[src/srac_pkg.sv]
// Purpose: shared constants and carriers of the smm ram access control
// Assumes: 32-bit physical host addresses, 8-bit configuration registers
// Notes:   every offset, field position and reset value lives here
package srac_pkg;

    // ****************************************
    // configuration space
    // ****************************************
    localparam logic [7:0] SRAC_CTRL_OFS     = 8'h60;
    localparam logic [7:0] SRAC_EXT_OFS      = 8'h61;
    localparam logic [7:0] SRAC_CTRL_RESET   = 8'h02;
    localparam logic [7:0] SRAC_EXT_RESET    = 8'h38;

    // control register fields
    localparam int         SRAC_OPEN_BIT     = 6;
    localparam int         SRAC_CLOSE_BIT    = 5;
    localparam int         SRAC_LOCK_BIT     = 4;
    localparam int         SRAC_GLOBAL_BIT   = 3;
    localparam logic [2:0] SRAC_BASE_SEG     = 3'h2;

    // extended register fields
    localparam int         SRAC_HIGH_BIT     = 7;
    localparam int         SRAC_VIOL_BIT     = 6;
    localparam int         SRAC_CACHE_BIT    = 5;
    localparam int         SRAC_L1_BIT       = 4;
    localparam int         SRAC_L2_BIT       = 3;
    localparam int         SRAC_TSEG_BIT     = 0;

    // ****************************************
    // address windows
    // ****************************************
    localparam logic [31:0] SRAC_COMPAT_BASE = 32'h000A_0000;
    localparam logic [31:0] SRAC_HIGH_BASE   = 32'hFEDA_0000;
    localparam int          SRAC_WIN_BITS    = 17;
    localparam int          SRAC_TSEG_BITS   = 20;

    // ****************************************
    // carriers
    // ****************************************
    typedef struct packed {
        logic [31:0] addr;
        logic        smm;
        logic        code;
        logic        write;
    } srac_host_req_t;

    typedef struct packed {
        logic        smm_hit;
        logic        dram;
        logic        hub;
        logic [31:0] dram_addr;
    } srac_route_t;

endpackage : srac_pkg

[src/srac_core.sv]
// Purpose: smm ram window control, decode and configuration registers
// Assumes: one host request and one hub request per cycle at most
// Notes:   routing answers appear one cycle after the request
`timescale 1ns/10ps

// Behaviour
// - open, close and lock writes are ignored unless global enable is set.
// - open with lock clear shows smm dram to non-smm accesses.
// - close denies data references to all smm spaces; code still reaches dram.
// - lock clears open and freezes lock, open, global, high, top segment.
// - lock is set by a config write, cleared only by full reset.
// - global enable claims smm accesses to the a0000h window for dram.
// - global enable clear disables high window and top segment.
// - base segment field reads fixed 010.
// - compatible window is not remapped; denied accesses go to hub.
// - high window fedA0000h-fedbffffh remaps onto a0000h-bffffh.
// - extended range access outside smm sets violation; write 1 clears.
// - cacheable, first and second level bits always read 1.
// - global and top segment enable expose the 1 mbyte top segment.
// - control register at 60h resets to 02h.
// - extended register at 61h resets to 38h.
// - hub accesses to a0000h-bffffh are refused while smm space enabled.
module srac_core
    import srac_pkg::*;
(
    input  wire logic           clk,
    input  wire logic           rstn,
    input  wire logic           cfg_wr,
    input  wire logic           cfg_rd,
    input  wire logic [7:0]     cfg_addr,
    input  wire logic [7:0]     cfg_wdata,
    output logic      [7:0]     cfg_rdata,
    output logic                cfg_rvalid,
    input  wire logic           host_valid,
    input  wire srac_host_req_t host_req,
    input  wire logic [31:0]    tseg_base,
    output logic                route_valid,
    output srac_route_t         route,
    input  wire logic           hub_valid,
    input  wire logic [31:0]    hub_addr,
    output logic                hub_refuse,
    output logic                hub_accept,
    output logic                smm_space_locked_out
);

    // ****************************************
    // register state
    // ****************************************
    logic smm_space_open;
    logic smm_space_closed;
    logic smm_space_locked;
    logic global_smm_ram_enable;
    logic high_window_enable_bit;
    logic top_segment_enable;
    logic extended_access_violation;

    logic wr_ctrl;
    logic wr_ext;
    logic ctrl_bits_live;
    logic lock_request;

    assign wr_ctrl        = cfg_wr && (cfg_addr == SRAC_CTRL_OFS);
    assign wr_ext         = cfg_wr && (cfg_addr == SRAC_EXT_OFS);
    assign ctrl_bits_live = global_smm_ram_enable;
    assign lock_request   = wr_ctrl && ctrl_bits_live
                            && cfg_wdata[SRAC_LOCK_BIT];

    // ****************************************
    // register read image
    // ****************************************
    function automatic logic [7:0] ctrl_image(
        input logic open_b,
        input logic close_b,
        input logic lock_b,
        input logic glob_b
    );
        logic [7:0] v;
        v                  = 8'h00;
        v[SRAC_OPEN_BIT]   = open_b;
        v[SRAC_CLOSE_BIT]  = close_b;
        v[SRAC_LOCK_BIT]   = lock_b;
        v[SRAC_GLOBAL_BIT] = glob_b;
        v[2:0]             = SRAC_BASE_SEG;
        return v;
    endfunction : ctrl_image

    function automatic logic [7:0] ext_image(
        input logic high_b,
        input logic viol_b,
        input logic tseg_b
    );
        logic [7:0] v;
        v                 = 8'h00;
        v[SRAC_HIGH_BIT]  = high_b;
        v[SRAC_VIOL_BIT]  = viol_b;
        v[SRAC_CACHE_BIT] = 1'b1;
        v[SRAC_L1_BIT]    = 1'b1;
        v[SRAC_L2_BIT]    = 1'b1;
        v[SRAC_TSEG_BIT]  = tseg_b;
        return v;
    endfunction : ext_image

    // ****************************************
    // global enable
    // ****************************************
    always_ff @(posedge clk or negedge rstn)
    begin
        if (!rstn)
            global_smm_ram_enable <= SRAC_CTRL_RESET[SRAC_GLOBAL_BIT];
        else if (wr_ctrl && !smm_space_locked)
            global_smm_ram_enable <= cfg_wdata[SRAC_GLOBAL_BIT];
    end

    // ****************************************
    // lock, sticky until full reset
    // ****************************************
    always_ff @(posedge clk or negedge rstn)
    begin
        if (!rstn)
            smm_space_locked <= SRAC_CTRL_RESET[SRAC_LOCK_BIT];
        else if (lock_request)
            smm_space_locked <= 1'b1;
    end

    // ****************************************
    // open
    // ****************************************
    always_ff @(posedge clk or negedge rstn)
    begin
        if (!rstn)
            smm_space_open <= SRAC_CTRL_RESET[SRAC_OPEN_BIT];
        else if (smm_space_locked || lock_request)
            smm_space_open <= 1'b0;
        else if (wr_ctrl && ctrl_bits_live)
            smm_space_open <= cfg_wdata[SRAC_OPEN_BIT];
    end

    // ****************************************
    // close, stays writable under lock
    // ****************************************
    always_ff @(posedge clk or negedge rstn)
    begin
        if (!rstn)
            smm_space_closed <= SRAC_CTRL_RESET[SRAC_CLOSE_BIT];
        else if (wr_ctrl && ctrl_bits_live)
            smm_space_closed <= cfg_wdata[SRAC_CLOSE_BIT];
    end

    // ****************************************
    // extended enables
    // ****************************************
    always_ff @(posedge clk or negedge rstn)
    begin
        if (!rstn)
        begin
            high_window_enable_bit <= SRAC_EXT_RESET[SRAC_HIGH_BIT];
            top_segment_enable     <= SRAC_EXT_RESET[SRAC_TSEG_BIT];
        end
        else if (wr_ext && !smm_space_locked)
        begin
            high_window_enable_bit <= cfg_wdata[SRAC_HIGH_BIT];
            top_segment_enable     <= cfg_wdata[SRAC_TSEG_BIT];
        end
    end

    // ****************************************
    // window decode
    // ****************************************
    logic hit_compat;
    logic hit_high;
    logic hit_tseg;
    logic hub_hit_compat;

    srac_range_match #(.SIZE_BITS(SRAC_WIN_BITS)) u_match_compat (
        .addr (host_req.addr),
        .base (SRAC_COMPAT_BASE),
        .hit  (hit_compat)
    );

    srac_range_match #(.SIZE_BITS(SRAC_WIN_BITS)) u_match_high (
        .addr (host_req.addr),
        .base (SRAC_HIGH_BASE),
        .hit  (hit_high)
    );

    srac_range_match #(.SIZE_BITS(SRAC_TSEG_BITS)) u_match_tseg (
        .addr (host_req.addr),
        .base (tseg_base),
        .hit  (hit_tseg)
    );

    srac_range_match #(.SIZE_BITS(SRAC_WIN_BITS)) u_match_hub (
        .addr (hub_addr),
        .base (SRAC_COMPAT_BASE),
        .hit  (hub_hit_compat)
    );

    // ****************************************
    // access permission
    // ****************************************
    logic high_live;
    logic tseg_live;
    logic data_denied;
    logic smm_visible;

    assign high_live   = global_smm_ram_enable
                         && high_window_enable_bit;
    assign tseg_live   = global_smm_ram_enable
                         && top_segment_enable;
    // close beats open and smm decode for data
    assign data_denied = global_smm_ram_enable && smm_space_closed
                         && !host_req.code;
    assign smm_visible = global_smm_ram_enable && !data_denied
                         && (host_req.smm
                             || (smm_space_open
                                 && !smm_space_locked));

    // ****************************************
    // routing
    // ****************************************
    srac_route_t next_route;

    always_comb
    begin
        next_route           = '0;
        next_route.dram_addr = host_req.addr;
        if (hit_compat && global_smm_ram_enable)
        begin
            next_route.smm_hit = 1'b1;
            next_route.dram    = smm_visible;
            next_route.hub     = !smm_visible;
        end
        else if (hit_high && high_live)
        begin
            next_route.smm_hit   = 1'b1;
            next_route.dram      = smm_visible;
            next_route.hub       = !smm_visible;
            next_route.dram_addr = {SRAC_COMPAT_BASE[31:SRAC_WIN_BITS],
                                    host_req.addr[SRAC_WIN_BITS-1:0]};
        end
        else if (hit_tseg && tseg_live)
        begin
            next_route.smm_hit = 1'b1;
            next_route.dram    = smm_visible;
            next_route.hub     = !smm_visible;
        end
    end

    always_ff @(posedge clk or negedge rstn)
    begin
        if (!rstn)
        begin
            route_valid <= 1'b0;
            route       <= '0;
        end
        else
        begin
            route_valid <= host_valid;
            if (host_valid)
                route <= next_route;
        end
    end

    // ****************************************
    // extended range violation
    // ****************************************
    logic viol_set;
    logic viol_clear;

    assign viol_set   = host_valid && !host_req.smm
                        && ((hit_high && high_live)
                            || (hit_tseg && tseg_live));
    assign viol_clear = wr_ext && cfg_wdata[SRAC_VIOL_BIT];

    srac_sticky_flag u_viol (
        .clk   (clk),
        .rstn  (rstn),
        .set   (viol_set),
        .clear (viol_clear),
        .q     (extended_access_violation)
    );

    // ****************************************
    // hub side protection
    // ****************************************
    logic next_hub_refuse;

    assign next_hub_refuse = hub_valid && hub_hit_compat
                             && global_smm_ram_enable;

    always_ff @(posedge clk or negedge rstn)
    begin
        if (!rstn)
        begin
            hub_refuse <= 1'b0;
            hub_accept <= 1'b0;
        end
        else
        begin
            hub_refuse <= next_hub_refuse;
            hub_accept <= hub_valid && !next_hub_refuse;
        end
    end

    // ****************************************
    // configuration read port
    // ****************************************
    logic [7:0] next_cfg_rdata;

    always_comb
    begin
        case (cfg_addr)
            SRAC_CTRL_OFS:
                next_cfg_rdata = ctrl_image(smm_space_open,
                                            smm_space_closed,
                                            smm_space_locked,
                                            global_smm_ram_enable);
            SRAC_EXT_OFS:
                next_cfg_rdata = ext_image(high_window_enable_bit,
                                           extended_access_violation,
                                           top_segment_enable);
            default:
                next_cfg_rdata = 8'h00;
        endcase
    end

    always_ff @(posedge clk or negedge rstn)
    begin
        if (!rstn)
        begin
            cfg_rdata  <= 8'h00;
            cfg_rvalid <= 1'b0;
        end
        else
        begin
            cfg_rvalid <= cfg_rd;
            if (cfg_rd)
                cfg_rdata <= next_cfg_rdata;
        end
    end

    // ****************************************
    // lock indication for other config blocks
    // ****************************************
    always_ff @(posedge clk or negedge rstn)
    begin
        if (!rstn)
            smm_space_locked_out <= 1'b0;
        else
            smm_space_locked_out <= smm_space_locked
                                    || lock_request;
    end

endmodule : srac_core

[src/srac_range_match.sv]
// Purpose: aligned power-of-two address window compare
// Assumes: base is aligned to the window size
// Notes:   purely combinational
`timescale 1ns/10ps
module srac_range_match
    import srac_pkg::*;
#(
    parameter int SIZE_BITS = 17
)
(
    input  wire logic [31:0] addr,
    input  wire logic [31:0] base,
    output logic             hit
);

    assign hit = (addr[31:SIZE_BITS] == base[31:SIZE_BITS]);

endmodule : srac_range_match

[src/srac_sticky_flag.sv]
// Purpose: sticky status bit, set by hardware, cleared by software
// Assumes: set and clear are single-cycle strobes
// Notes:   a set in the clearing cycle wins
`timescale 1ns/10ps
module srac_sticky_flag
    import srac_pkg::*;
(
    input  wire logic clk,
    input  wire logic rstn,
    input  wire logic set,
    input  wire logic clear,
    output logic      q
);

    always_ff @(posedge clk or negedge rstn)
    begin
        if (!rstn)
            q <= 1'b0;
        else if (set)
            q <= 1'b1;
        else if (clear)
            q <= 1'b0;
    end

endmodule : srac_sticky_flag

[config.mk]
export PLATFORM = sky130hd
export DESIGN_NAME = srac_core
export DESIGN_NICKNAME = d
export VERILOG_FILES = /design/src/srac_pkg.sv /design/src/srac_core.sv /design/src/srac_range_match.sv /design/src/srac_sticky_flag.sv
export SDC_FILE = /design/constraint.sdc
export NUM_CORES = 1
export LEC_CHECK = 0
export ABC_AREA = 1
export ABC_CLOCK_PERIOD_IN_PS = 1980
export BUFFER_PORTS_ARGS = -buffer_cell sky130_fd_sc_hd__buf_2
export CORE_AREA = 2 2 89 91
export DETAILED_ROUTE_END_ITERATION = 10
export DIE_AREA = 0 0 91 93
export PLACE_DENSITY = 0.66
export SETUP_SLACK_MARGIN = 0.02
export SYNTH_ARGS = -nofsm -noshare
export SYNTH_HDL_FRONTEND = slang
export SYNTH_SLANG_ARGS = --single-unit
[constraint.sdc]
create_clock -name clk -period 1.98 [get_ports clk]
set_input_delay 0.396 -clock clk [delete_from_list [all_inputs] [get_ports clk]]
set_output_delay 0.396 -clock clk [all_outputs]
set_load 0.005 [all_outputs]
---- Word level (Yosys, flattened, before mapping) ----
Index checks and enable logic that the tools add are counted.
operators by class
  eq/ne operators ......................... 6
  reduce and logical (&&, ||, !) cells .... 33
  muxes and demuxes ....................... 10
operators with widths
  operator              count
  $mux 32               2
  $eq 15x3->1 const B   2
  $logic_and 1x1->1     22
  $eq 8x7->1 const B    2
  $pmux 8 s2            1
  $eq 15x15->1 const B  1
  $eq 12x12->1          1
  $mux 3                3
  $logic_not 1->1       6
  $mux 1                4
  $reduce_bool 2->1     2
  $logic_or 1x1->1      3
storage, ports and cells
  word-level logic and storage cells ...... 66
  register bits after elaboration ......... 55
  output and inout port bits .............. 48

---- Longest topological paths before layout ----
  word-level depth ........................ 9
  mapped depth ............................ 10
  depth with buffers taken out ............ 10

---- Hierarchy ----
A second synthesis with hierarchy kept.
second synthesis, totals
  cell total of the unflattened synthesis .. 386
  area total of the unflattened synthesis .. 3090.5 um2
modules (own cells, without submodules)
  module                                  times used  sequential area each (um2)  area an instance (um2)  cells each
  srac_core                               1           1326.3                      2184.6                  205
  srac_range_match at u_match_compat ...  3           0.0                         224.0                   45
  srac_range_match at u_match_tseg        1           0.0                         193.9                   41
  srac_sticky_flag                        1           25.0                        40.0                    5

---- Worst setup path before layout ----
Ideal clock, no wire load.
  path type ............................... input-to-reg
  start ................................... in cfg_addr[2]
  end ..................................... reg high_window_enable_bit
  setup time .............................. 120 ps
  arrival ................................. 1124 ps
  buffers on the path ..................... 0
  path slack .............................. 737 ps
  data required time ...................... 1860 ps
  cell stages on the path ................. 6
  cells stage by stage .................... inv_1 nand2_1 nor4_4 nand2_2 o21ai_0 inv_1
between the ends
  longest elaborated chain between the ends .. 3
RTL lines
  element               RTL line          source
  start, declared       srac_core.sv:30   input wire logic [7:0] cfg_addr,
  $eq 8x7->1            srac_core.sv:63   assign wr_ext = cfg_wr && (cfg_addr == SRAC_EXT_OFS);
  $logic_and 1x1->1     srac_core.sv:63
  $logic_and 1x1->1     srac_core.sv:159  else if (wr_ext && !smm_space_locked)
  end signal, assigned  srac_core.sv:156  high_window_enable_bit <= SRAC_EXT_RESET[SRAC_HIGH_BIT];
  end signal, assigned  srac_core.sv:161  high_window_enable_bit <= cfg_wdata[SRAC_HIGH_BIT];
  end, declared         srac_core.sv:53   logic high_window_enable_bit;
Every way passes these cells.
A chain may end at the register's enable or synchronous reset.

---- Final worst setup path ----
  start ................................... reg global_smm_ram_enable (netlist: ctrl_bits_live)
  end ..................................... reg route[32] (netlist name)
between the ends
  longest elaborated chain between the ends .. 9
  elaborated cells on any way between the ends .. 14
RTL lines
  element                 RTL line                                              source
  start, declared         srac_core.sv:52                                       logic global_smm_ram_enable;
  start signal, assigned  srac_core.sv:109                                      global_smm_ram_enable <= SRAC_CTRL_RESET[SRAC_GLOBAL_BIT];
  start signal, assigned  srac_core.sv:111                                      global_smm_ram_enable <= cfg_wdata[SRAC_GLOBAL_BIT];
  $logic_and 1x1->1       srac_core.sv:211                                      assign data_denied = global_smm_ram_enable && smm_space_closed
  $logic_and 1x1->1       srac_core.sv:212                                      && !host_req.code;
  $logic_not 1->1         srac_core.sv:213                                      assign smm_visible = global_smm_ram_enable && !data_denied
  $logic_and 1x1->1       srac_core.sv:213
  $logic_and 1x1->1       srac_core.sv:214                                      && (host_req.smm
  $logic_not 1->1         srac_core.sv:231, srac_core.sv:237, srac_core.sv:245
  $mux 3                  srac_core.sv:241                                      else if (hit_tseg && tseg_live)
  $mux 3                  srac_core.sv:233                                      else if (hit_high && high_live)
  $mux 3 *                srac_core.sv:227                                      if (hit_compat && global_smm_ram_enable)
  end signal, assigned    srac_core.sv:260                                      route <= next_route;
  end, declared           srac_core.sv:38                                       output srac_route_t route,
Mark *: on every way between the ends. The rest lies on a longest branch, timed or not.

==> flow_summary.yaml <==
die:
  ios: 169
  die_w_um: 91
  rows: 32
  die_area_sq_mm: 0.008463
  fp.coreArea_sq_mm: 0.007527
  initial_core_util_pct: 33.91
  die_h_um: 93
cts:
  cts_num_sinks: 54
  post_cts_buffers: 0
  worstSkewPairLatency_ns: 0.30
  cts_tree: "yes"
  h-tree-depth: 2
  cts_hold_buf: 0
  numCtsBuffers: 5
  cts.path.max_buffers: 2
  clk_pin_slew_ns: 0.10
  root_buffer: "clkbuf_8"
  cts_resized: 0
power:
  p_int_uw: 1612
  leakagePower_uw: 0.002004
  pwr-share-clk_pct: 30.1
  combPwrFrac_pct: 15.7
  switching_share_pct: 26.99
  cellPowerDensity_mw_per_mm2: 645.3
  ir_worst_vdd_mv: 0.3185
  switching_power_uw: 595.8
  seq_power_share_pct: 54.2
setup_path:
  critPathKind: "flop to flop"
  cp_max_fo: 4
  end_kind: "flop"
  cp_cell_sequence: "buf_4 > nand2_1 > a21oi_1 > nand3_1 > nor2_1 > nand2_1 > nand3_1 > nand3_1 > nand2_1"
  crit_arrival_ns: 1.63
  critPathLaunchType: "flop"
  worstPathRequired_ns: 2.23
  critPathMaxStageDelay_ns: 0.35
  slowest_stage: "dfrtp_1"
timing:
  period_minus_slack_ns: 1.374
  finalCritPeriodShare_pct: 69.40
  slew_viol_final: 0
  setup_violations: 0
  finalHoldWorstSlack_ns: 0.01747
  clock.fmax_mhz: 727.7
  finalHoldViolCount: 0
  fin_skew_ns: 0.006109
  tns_ns: 0
  rsz0062_at_grt: "false"
logic_synthesis:
  yosys-top-cells-count: "nand2_1 (142), dfrtp_1 (54), inv_1 (36)"
  post-synth-top-area-fraction_pct: 52.94
  synth.cell_area_sq_mm: 0.002552
  ys_async_sr_fraction_pct: 100.0
  yosys.area.top_type: "dfrtp_1"
  syn_inst: 332
  synth_ff_type: "dfrtp_1"
  synth_seq_area_share_pct: 52.94
  syn_nets: 453
  yosys_warnings: 0
  yosysUniqueCellTypes: 25
  synth_area_per_cell_sq_um: 7.688
  ys_ff_latch: 54
  synth_edf_count: 0
  synth_most_common_cell: "nand2_1"
  synth_area_leaders: "dfrtp_1 (53%), nand2_1 (21%), inv_1 (5.3%), nand3_1 (4.7%), nor2_1 (3.8%)"
layout:
  multi_input_area_sq_mm: 0.001012
  regArea_sq_mm: 0.001351
  n_fill_cell: 812
  n_antenna_cell: 0
  syn_to_final_growth_pct: 34.02
  drive_gt1_share_pct: 33.84
  nets: 584
global_route:
  grt_usage_pct: 16.34
  grt_max_degree: 34
  grt_pass1_wl_um: 11250
  antenna_found_initial: 0
  grt_pass1_vias: 2460
  grt_overflow_total: 0
placement:
  dpl.hpwl_um: 5155
  portBuffers: 127
  place.gp.congestion: 0.8275
detailed_routing:
  vias: 2447
  firstDrtPassIters: 4
  ant_nets: 0
  vias_per_cell: 4.323
  drc: 0
  wl_per_cell_um: 11.64
  dr.first_iter.drc_count: 80
  wirelength_um: 6587
outcome:
  outcome: "completed"
worst_hold_path:
  hp-class: "primary input to async pin"
flow_run:
  maxCapViolCount: 0
[placed cells by master, fill, tap and decap left out, drive strengths merged]
master    synthesis  layout
clkinvlp          0       1
o211ai            2       2
nor3              3       3
a21oi             6       6
nor2             30      30
buf               5     134
xnor2             2       2
nand2b            1       1
inv              38      39
dfrtp            54      54
o21ai             7       7
clkbuf            5       6
nor4              1       1
nand2           146     146
conb              1       1
nand4             5       5
nor3b             1       1
nand3            25      25
[metal layers]
| metal | global-route usage (%) | vias up | part of all wire (%) |
|---|---|---|---|
| li1 | - | 1274 | - |
| met1 | 21.64 | 1076 | 44 |
| met2 | 27.28 | 95 | 48 |
| met3 | 4.351 | 2 | 7.4 |
| met4 | 3.030 | 0 | 0.20 |
| met5 | 0 | - | 0 |
[registers in the layout, indices dropped and copies added (netlist names)]
name                    count
smm_space_closed            1
smm_space_locked            1
smm_space_locked_out        1
u_viol.q                    1
high_window_enable_bit      1
smm_space_open              1
hub_refuse                  1
route_valid                 1
ctrl_bits_live              1
hub_accept                  1
route                      35
cfg_rdata                   7
top_segment_enable          1
cfg_rvalid                  1
[layout make-up]
cell class / instances / area share, %
Clock buffer: 6 / 2.414
Sequential cell: 54 / 39.50
Tap cell: 102 / 3.731
Timing Repair Buffer: 134 / 20.12
Inverter: 38 / 4.170
Clock inverter: 2 / 0.4755
Multi-Input combinational cell: 230 / 29.59
[logic make-up after synthesis]
group / after synthesis / synth area share (%)
and+or+nand+nor: 212 / 35.54
DFF: 54 / 52.94
buffers and inverters: 48 / 7.402
AOI/OAI and AO/OA: 15 / 3.284
xor gates and xnor gates: 2 / 0.6864
other: 1 / 0.1469
[power by group through the flow]
stage	Sequential (uW)	Clock, uW	Combinational, uW
2_1_floorplan	1230	0	130
3_3_place_gp	1220	0	347
4_1_cts	1200	697	355
3_5_place_dp	1220	0	354
5_1_grt	1210	753	399
6_report	1200	665	347
[metrics by stage]
| stage | cell area (sq um) | worst slack (ns) | std cells | power [uW] | util (%) |
|---|---|---|---|---|---|
| after detailed placement | 3322 | 0.4094 | 558 | 1572 | 44.13 |
| after floorplan | 2552 | 0.7367 | 332 | 1356 | - |
| final | 3421 | 0.6058 | 566 | 2208 | 45.45 |
| after global placement | 3322 | 0.4536 | 558 | 1562 | 44.13 |
| after global routing | 3421 | 0.4338 | 566 | 2357 | 45.45 |
| after CTS | 3421 | 0.5894 | 566 | 2248 | 45.45 |
[worst max-delay path, delay by kind of cell, from the launching register on]
kind            cells  cell delay (ns)
compound gates      1             0.16
buf+inv             1             0.15
flops               1             0.35
simple gates        7             0.66
[worst paths after layout]
| check | startpoint | endpoint | slack [ns] | cells after the start |
|---|---|---|---|---|
| min in group clk | cfg_rd | cfg_rvalid$_DFF_PN0_ | 0.27 | 1 |
| setup / recovery | ctrl_bits_live$_DFFE_PN0P_ | route[32]$_DFFE_PN0P_ | 0.61 | 9 |
| hold / removal | rstn | route[31]$_DFFE_PN0P_ | 0.02 | 1 |
| hold reg to reg | route[10]$_DFFE_PN0P_ | route[10]$_DFFE_PN0P_ | 0.47 | 2 |
| setup reg to reg | ctrl_bits_live$_DFFE_PN0P_ | route[32]$_DFFE_PN0P_ | 0.61 | 9 |
| max in group asynchronous | rstn | route_valid$_DFF_PN0_ | 1.35 | 2 |
Power figures use the tool's default switching activity.
